[src/include/pll_prog_params.svh]
/*
 * constants of the counter programming port: widths, enhancement bit
 * positions and reset values.
 * assumes nothing; included by the package and the design file.
 */
`ifndef PLL_PROG_PARAMS_SVH
`define PLL_PROG_PARAMS_SVH

// ****************************************************************
// widths
// ****************************************************************
`define PRIM_WIDTH      20
`define ENH_WIDTH       8
`define BUS_WIDTH       8
`define MAIN_WIDTH      9
`define REF_WIDTH       6
`define SWALLOW_WIDTH   4

// ****************************************************************
// enhancement register bit positions
// ****************************************************************
`define ENH_FP_OFF      0
`define ENH_FC_OFF      1
`define ENH_DOUT_EN     2

// ****************************************************************
// reset values
// ****************************************************************
`define PRIM_RESET      20'h00000
`define SEC_RESET       20'h00000
`define ENH_RESET       8'h00

`endif

[src/include/pll_prog_pkg.sv]
/*
 * types of the counter programming port: interface modes, counter
 * word layout, synchronised pin bundle and the module state.
 * assumes pll_prog_params.svh on the include path.
 */
`include "pll_prog_params.svh"

package pll_prog_pkg;

  // ****************************************************************
  // modes and carriers
  // ****************************************************************
  typedef enum logic [1:0] {
    MODE_DIRECT,
    MODE_SERIAL,
    MODE_PARALLEL
  } mode_e;

  // one counter word, msb first as it is shifted in
  typedef struct packed {
    logic [`MAIN_WIDTH-1:0]    mainCnt;
    logic                      preEnN;
    logic [`REF_WIDTH-1:0]     refCnt;
    logic [`SWALLOW_WIDTH-1:0] swallowCnt;
  } cnt_s;

  // every pin that enters from the host or the divider chain
  typedef struct packed {
    logic                      sdata;
    logic                      sclk;
    logic                      serLoad;
    logic                      hopStrobe;
    logic                      enhStrobe;
    logic                      mainLoStrobe;
    logic                      mainHiStrobe;
    logic                      swallowStrobe;
    logic                      serMode;
    logic                      baseMode;
    logic                      serRegSelect;
    logic                      parRegSelect;
    logic                      enhModeN;
    logic [`BUS_WIDTH-1:0]     dataBus;
    logic [3:0]                refPins;
    logic [`SWALLOW_WIDTH-1:0] swallowPins;
    logic                      mainDiv;
    logic                      refDiv;
  } pins_s;

  typedef struct packed {
    pins_s                     sync1;
    pins_s                     sync2;
    pins_s                     prev;
    cnt_s                      primary;
    cnt_s                      secondary;
    logic [`ENH_WIDTH-1:0]     enh_mode_n;
    cnt_s                      counters;
    logic [`ENH_WIDTH-1:0]     enhApplied;
    logic                      prescalerBypass;
    logic                      fpMon;
    logic                      fcMon;
    logic                      dataOut;
    mode_e                     mode;
  } state_s;

endpackage

[src/rtl/pll_counter_program_port.sv]
/*
 * programming front end of an integer-n synthesizer: serial and parallel
 * loading of the primary, secondary and enhancement words, a direct word from the pins,
 * selection of the word that drives the counters, monitor gating.
 * assumes every pin input is asynchronous to ref_clk and is held
 * stable for at least four ref_clk periods around each strobe edge.
 */
`timescale 1ns/1ns
`include "pll_prog_params.svh"

module pll_counter_program_port (
  input  wire logic                               ref_clk,
  input  wire logic                               nrst,
  input  wire logic                               sdata,
  input  wire logic                               sclk,
  input  wire logic                               serLoad,
  input  wire logic                               hopStrobe,
  input  wire logic                               enhStrobe,
  input  wire logic                               mainLoStrobe,
  input  wire logic                               mainHiStrobe,
  input  wire logic                               swallowStrobe,
  input  wire logic                               serMode,
  input  wire logic                               baseMode,
  input  wire logic                               serRegSelect,
  input  wire logic                               parRegSelect,
  input  wire logic                               enhModeN,
  input  wire logic [`BUS_WIDTH-1:0]              dataBus,
  input  wire logic [3:0]                         refPins,
  input  wire logic [`SWALLOW_WIDTH-1:0]          swallowPins,
  input  wire logic                               mainDiv,
  input  wire logic                               refDiv,
  output logic      [`MAIN_WIDTH-1:0]             mainCount,
  output logic      [`REF_WIDTH-1:0]              refCount,
  output logic      [`SWALLOW_WIDTH-1:0]          swallowCount,
  output logic                                    prescalerEnN,
  output logic                                    prescalerBypass,
  output logic      [`ENH_WIDTH-1:0]              enhBits,
  output pll_prog_pkg::mode_e                     activeMode,
  output logic                                    fpMon,
  output logic                                    fcMon,
  output logic                                    dataOut
);
  import pll_prog_pkg::*;

  // ****************************************************************
  // state
  // ****************************************************************
  state_s state_reg;
  state_s state_next;
  pins_s  pinsRaw;
  pins_s  rise;
  cnt_s   directWord;
  cnt_s   chosen;
  mode_e  modeNow;
  logic [`ENH_WIDTH-1:0] enhNow;

  assign pinsRaw = '{
    sdata:         sdata,
    sclk:          sclk,
    serLoad:       serLoad,
    hopStrobe:     hopStrobe,
    enhStrobe:     enhStrobe,
    mainLoStrobe:  mainLoStrobe,
    mainHiStrobe:  mainHiStrobe,
    swallowStrobe: swallowStrobe,
    serMode:       serMode,
    baseMode:      baseMode,
    serRegSelect:  serRegSelect,
    parRegSelect:  parRegSelect,
    enhModeN:      enhModeN,
    dataBus:       dataBus,
    refPins:       refPins,
    swallowPins:   swallowPins,
    mainDiv:       mainDiv,
    refDiv:        refDiv
  };

  // ****************************************************************
  // next state
  // ****************************************************************
  always_comb begin
    state_next       = state_reg;
    state_next.sync1 = pinsRaw;
    state_next.sync2 = state_reg.sync1;
    state_next.prev  = state_reg.sync2;

    // rising edges seen on the second sync stage only
    rise = state_reg.sync2 & ~state_reg.prev;

    if (state_reg.sync2.baseMode) begin
      modeNow = MODE_DIRECT;
    end else if (state_reg.sync2.serMode) begin
      modeNow = MODE_SERIAL;
    end else begin
      modeNow = MODE_PARALLEL;
    end
    state_next.mode = modeNow;

    unique case (modeNow)
      MODE_SERIAL: begin
        if (rise.sclk && !state_reg.sync2.serLoad) begin
          if (state_reg.sync2.enhStrobe) begin
            state_next.enh_mode_n = {state_reg.enh_mode_n[`ENH_WIDTH-2:0],
                              state_reg.sync2.sdata};
          end else begin
            state_next.primary = cnt_s'({
              state_reg.primary[`PRIM_WIDTH-2:0],
              state_reg.sync2.sdata});
          end
        end
        if (rise.serLoad || rise.hopStrobe) begin
          state_next.secondary = state_reg.primary;
        end
      end
      MODE_PARALLEL: begin
        if (rise.enhStrobe) begin
          state_next.enh_mode_n = state_reg.sync2.dataBus;
        end
        if (rise.mainLoStrobe) begin
          state_next.primary.preEnN       = state_reg.sync2.dataBus[7];
          state_next.primary.mainCnt[6:0] =
            state_reg.sync2.dataBus[6:0];
        end
        if (rise.mainHiStrobe) begin
          state_next.primary.refCnt[5:4]  = state_reg.sync2.dataBus[3:2];
          state_next.primary.mainCnt[8:7] = state_reg.sync2.dataBus[1:0];
        end
        if (rise.swallowStrobe) begin
          state_next.primary.refCnt[3:0] = state_reg.sync2.dataBus[7:4];
          state_next.primary.swallowCnt  = state_reg.sync2.dataBus[3:0];
        end
        if (rise.hopStrobe) begin
          state_next.secondary = state_reg.primary;
        end
      end
      MODE_DIRECT: begin
      end
    endcase

    // direct word straight from the pins
    directWord            = '0;
    directWord.mainCnt    = {2'h0, state_reg.sync2.dataBus[6:0]};
    directWord.preEnN     = state_reg.sync2.dataBus[7];
    directWord.refCnt     = {2'h0, state_reg.sync2.refPins};
    directWord.swallowCnt = state_reg.sync2.swallowPins;

    unique case (modeNow)
      MODE_DIRECT:   chosen = directWord;
      MODE_SERIAL:   chosen = state_reg.sync2.serRegSelect
                              ? state_reg.primary
                              : state_reg.secondary;
      MODE_PARALLEL: chosen = state_reg.sync2.parRegSelect
                              ? state_reg.primary
                              : state_reg.secondary;
    endcase
    state_next.counters        = chosen;
    state_next.prescalerBypass = chosen.preEnN;

    // enhancement bits only act in the bus modes with the pin low
    if (state_reg.sync2.enhModeN || modeNow == MODE_DIRECT) begin
      enhNow = '0;
    end else begin
      enhNow = state_reg.enh_mode_n;
    end
    state_next.enhApplied = enhNow;

    state_next.fpMon   = state_reg.sync2.mainDiv
                         & ~enhNow[`ENH_FP_OFF];
    state_next.fcMon   = state_reg.sync2.refDiv & ~enhNow[`ENH_FC_OFF];
    state_next.dataOut = state_reg.sync2.mainDiv & enhNow[`ENH_DOUT_EN];
  end

  // ****************************************************************
  // registers
  // ****************************************************************
  always_ff @(posedge ref_clk) begin
    if (!nrst) begin
      state_reg           <= '0;
      state_reg.primary   <= cnt_s'(`PRIM_RESET);
      state_reg.secondary <= cnt_s'(`SEC_RESET);
      state_reg.enh_mode_n       <= `ENH_RESET;
      state_reg.mode      <= MODE_DIRECT;
    end else begin
      state_reg <= state_next;
    end
  end

  // ****************************************************************
  // outputs
  // ****************************************************************
  assign mainCount       = state_reg.counters.mainCnt;
  assign refCount        = state_reg.counters.refCnt;
  assign swallowCount    = state_reg.counters.swallowCnt;
  assign prescalerEnN    = state_reg.counters.preEnN;
  assign prescalerBypass = state_reg.prescalerBypass;
  assign enhBits         = state_reg.enhApplied;
  assign activeMode      = state_reg.mode;
  assign fpMon           = state_reg.fpMon;
  assign fcMon           = state_reg.fcMon;
  assign dataOut         = state_reg.dataOut;

endmodule // pll_counter_program_port

[config.mk]
export PLATFORM = sky130hd
export DESIGN_NAME = pll_counter_program_port
export DESIGN_NICKNAME = d
export VERILOG_FILES = /design/src/include/pll_prog_pkg.sv /design/src/rtl/pll_counter_program_port.sv
export VERILOG_INCLUDE_DIRS = /design/src /design/src/include
export SDC_FILE = /design/constraint.sdc
export NUM_CORES = 1
export LEC_CHECK = 0
export BUFFER_PORTS_ARGS = -buffer_cell sky130_fd_sc_hd__buf_2
export CORE_ASPECT_RATIO = 1.4
export CORE_MARGIN = 4
export CORE_UTILIZATION = 57
export CTS_BUF_LIST = sky130_fd_sc_hd__clkbuf_8 sky130_fd_sc_hd__clkbuf_16
export CTS_CLUSTER_DIAMETER = 50
export DETAILED_ROUTE_END_ITERATION = 16
export GPL_TIMING_DRIVEN = 0
export PLACE_DENSITY = 0.78
export SLEW_MARGIN = 25
export SYNTH_ARGS = -nofsm -noshare
export SYNTH_HDL_FRONTEND = slang
export SYNTH_SLANG_ARGS = --single-unit
[constraint.sdc]
create_clock -name ref_clk -period 1.7 [get_ports ref_clk]
set_input_delay 0 -clock ref_clk [delete_from_list [all_inputs] [get_ports ref_clk]]
set_output_delay 0 -clock ref_clk [all_outputs]
set_load 0.02 [all_outputs]
Word-level counts from Yosys, hierarchy flattened

Cells that the tools add are included.

Bits in registers: 173
Word-level logic and storage cells: 123

Reduce and logical (&&, ||, !) cells: 12
Equal/unequal tests: 11
Bitwise logic cells: 8
Multiplexer cells: 18

Operators by type and width:

| cell               | number |
|---|---|
| $mux 20            | 6 |
| $pmux 48 s2        | 1 |
| $pmux 20 s3        | 1 |
| $mux 8             | 5 |
| $and 30x30->30     | 1 |
| $not 30->30        | 1 |
| $ne 2x2->1 const B | 9 |
| $reduce_and 4->1   | 4 |
| $mux 2             | 4 |
| $and 1x1->1        | 3 |
| $mux 3             | 1 |
| $not 1->1          | 3 |
| $reduce_and 3->1   | 1 |
| $eq 2x1->1 const B | 1 |
| $eq 2x2->1 const B | 1 |
| $logic_not 2->1    | 1 |
| $logic_or 1x1->1   | 2 |
| $reduce_bool 2->1  | 1 |
| $reduce_or 2->1    | 1 |
| $logic_and 1x1->1  | 1 |
| $logic_not 1->1    | 1 |

Longest topological paths before layout

Depth in word-level cells: 7
Gate-level depth with buffers: 5
Depth with buffers taken out: 3

Worst setup path before layout

No wires, ideal clock.

Kind: register to register
Start: reg state_reg (netlist bit state_next[104])
End: reg state_reg[44] in the netlist's numbering
Slack: 0.439 ns
Arrival: 1.189 ns
Stages on the path, launching flop included: 6
Period minus slack after synthesis: 1.261 ns
Path buffers: 2
Path through: dfxtp_1 -> buf_4 -> nand3b_1 -> a21oi_2 -> buf_6 -> mux2i_1

Longest elaborated chain between the ends: 5
Elaborated cells between the ends (all ways): 9
Classes of those cells: 4 x eq/ne; 3 x mux; 2 x reduce/logical

Ends and longest elaborated chain:

| what                                                                    | RTL line                        | text |
|---|---|---|
| start: declaration                                                      | pll_counter_program_port.sv:48  | `state_s state_reg;` |
| start signal: assignment                                                | pll_counter_program_port.sv:184 | `state_reg <= state_next;` |
| $mux 2 (*)                                                              | pll_counter_program_port.sv:92  | `end else if (state_reg.sync2.serMode) begin` |
| $mux 2 (*)                                                              | pll_counter_program_port.sv:90  | `if (state_reg.sync2.baseMode) begin` |
| $eq 2x1->1 / $eq 2x2->1 (equally long branches)                         | pll_counter_program_port.sv:99  | `unique case (modeNow)` |
| $ne 2x2->1 (no source line) / $reduce_bool 2->1 (equally long branches) | -                               |  |
| $reduce_and 3->1 (no source line)                                       | -                               |  |

Every way passes the cells marked *; elsewhere a longest branch is shown, timed or not.
A chain may end at the register's enable or synchronous reset.

Worst setup path after layout

Start: reg state_reg (netlist bit state_next[103])
End: reg state_reg[66] in the netlist's numbering

Longest elaborated chain between the ends: 4
Elaborated cells between the ends (all ways): 9
Classes of those cells: 5 x eq/ne; 2 x mux; 2 x reduce/logical

Ends and longest elaborated chain:

| what                                                                    | RTL line |
|---|---|
| $mux 2 (*)                                                              | pll_counter_program_port.sv:90 |
| $eq 2x2->1 / $eq 2x1->1 (equally long branches)                         | pll_counter_program_port.sv:99 |
| $ne 2x2->1 (no source line) / $reduce_bool 2->1 (equally long branches) | - |
| $reduce_and 4->1 (no source line)                                       | - |

Marked as above.

==> metrics.yaml <==
fmaxAchievable_mhz: 609
fin_crit_ns: 1.64
crit_required_ns: 2.04
syn_area_mm2: 0.00556
powerDensity_mw_per_mm2: 1140
fillCellCount: 660
status: "complete, no violations"
avgRoutedWirePerCell_um: 15.6
ios: 67
grt_max_degree: 17
clk_pin_slew_ns: 0.06
final-hold-violation-count: 0
max-slew-margin-rel: 0.574
core_mm2: 0.00951
peakVddDrop_uv: 830
r2r_slack_ns: 0.06
rows: 42
fp.dieW_um: 91.5
start_util: 0.584
ys_warn_count: 0
clk_latency_ns: 0.41
synthCells: 531
hp-class: "in -> reg"
cp-start-kind: "flop"
fin_nets: 682
drc_errors: 0
drive_above_1_share: 0.240
die_y_um: 125
seq_area_frac_synth: 0.540
dp_hpwl_mm: 8.18
p_leak_nw: 3.18
syn_to_final_growth_pct: 26.8
synth_cell_types: 25
largest_reg_flops: 55
place.gp.congestion: 0.927
fin_tns_setup_ns: 0
syn_area_per_cell_um2: 10.5
setup_violations: 0
cts.htree.levels: 4
power_w: 0.00803
cts_tree: "yes"
finalNonFillerCells: 794
grt.overflow.total: 0
first_global_vias: 4070
period_share: 0.966
diodes: 0
critPathArrivalTime_ns: 1.98
cp_max_fo: 10
dp.cells: 729
vias: 4036
wl_mm: 12.4
critical_path_class: "reg -> reg"
synth_nets: 564
routed_via_density: 5.08
ys_ff_latch: 150
worst_pin_slew_ns: 0.639
io_buffers: 66
clk_path_buf_depth: 2
drv_cap: 0
root_buffer: "clkbuf_16"
dieArea_mm2: 0.0114
slew_viol_final: 0
cts_sinks: 150
rsz0062_at_grt: "false"
drt-initial-drc-count: 355
grt_use_total: 0.228
end_kind: "flop"
postRouteAntennaNets: 0
first_pass_iters: 5
fin_skew_ns: 0.00543
antenna_found_initial: 0
grt_pass1_wl_mm: 20.2
cts_inserted_buffers: 17
## metal layers
metal,track usage,wire [µm]
met5,0,0
met4,0.141,482
met3,0.0520,617
met2,0.387,6410
met1,0.256,4890
## layout by cell type (no fill, tap or decap), types with 2 or more instances in the layout
master           n
nand2b_1         3
o21a_1          27
o21ai_0         42
mux2i_1         68
dfxtp_1        149
and3_1           2
inv_1            6
and2_1          78
dlygate4sd3_1   31
nor3b_4          3
nor3b_2          5
buf_2           73
clkbuf_1        18
buf_4           35
clkinv_4         2
clkbuf_16       17
nor3b_1          2
nand2_1         50
a21oi_1         18
buf_6            3
clkinvlp_4       3
a32oi_4          2
clkinv_2         3
nor2_1           6
bufinv_16        4
## Yosys cell counts (all sizes together)
cell | n | area share
a32oi | 3 | 0.013
nand2b | 3 | 0.0034
clkbuf | 19 | 0.013
inv | 4 | 0.0027
o21ai | 43 | 0.039
buf | 44 | 0.058
nand3b | 1 | 0.0014
o21a | 27 | 0.036
clkinv | 1 | 0.00067
o2111ai | 1 | 0.0047
mux2i | 69 | 0.12
and2 | 78 | 0.088
dfxtp | 150 | 0.54
nor3b | 10 | 0.018
nand2 | 50 | 0.034
and3 | 2 | 0.0023
nor2 | 7 | 0.0052
a21oi | 19 | 0.018
## power breakdown
group          switching, W  leakage, nW  internal, W
Combinational      0.000264         1.64     0.000226
Sequential        0.0000386         1.22      0.00361
Clock               0.00141        0.309      0.00248
## repair_timing
action | in CTS | in global routing
setup endpoints to repair | 8 | 27
hold buffers | 31 | 0
buffers inserted | 0 | 2
resized for setup | 3 | 10
hold endpoints to repair | 31 | 0
gates cloned | 0 | 0
## through the flow
step	utilization	worst slack [ns]	hold slack [ns]	cell area (µm²)
2_1_floorplan	-	0.439	0.127	5560
3_3_place_gp	0.637	-0.00762	0.205	6050
3_5_place_dp	0.637	-0.0563	0.208	6050
4_1_cts	0.736	0.0124	0.0471	7000
5_1_grt	0.741	0.00356	0.0730	7050
6_report	0.741	0.0582	0.0397	7050
## final cells by class
type | count | area (µm²) | share of cell area
repair buffers | 99 | 656 | 0.0930
plain buffers | 63 | 393 | 0.0557
well taps | 132 | 165 | 0.0234
clock inverters | 14 | 184 | 0.0261
clock buffers | 18 | 439 | 0.0623
inverters | 5 | 22.5 | 0.00319
multi-input cells | 313 | 2190 | 0.310
flip-flops and latches | 150 | 3000 | 0.426
## cells by family (layout without fill, tap and decap cells)
group | after synthesis | in the layout | share of synthesized area
compound gates | 93 | 93 | 0.111
buf+inv | 68 | 199 | 0.0738
flops | 150 | 150 | 0.540
mux | 69 | 69 | 0.124
simple gates | 151 | 151 | 0.151
## path summary, 6_finish.rpt
path                   startpoint            end  cells after the start
setup / recovery  state_next[103]  state_reg[66]                      5
setup reg to reg  state_next[103]  state_reg[66]                      5
hold / removal               nrst   mainCount[8]                      3
hold reg to reg    state_next[82]          fcMon                      2
## worst max-delay path: stages (launching register included)
cell	delay [ns]
dfxtp_1	0.41
buf_6	0.20
buf_2	0.21
nor3b_2	0.41
o21ai_0	0.19
mux2i_1	0.15
No activity file was read; power rests on OpenSTA's default activity.
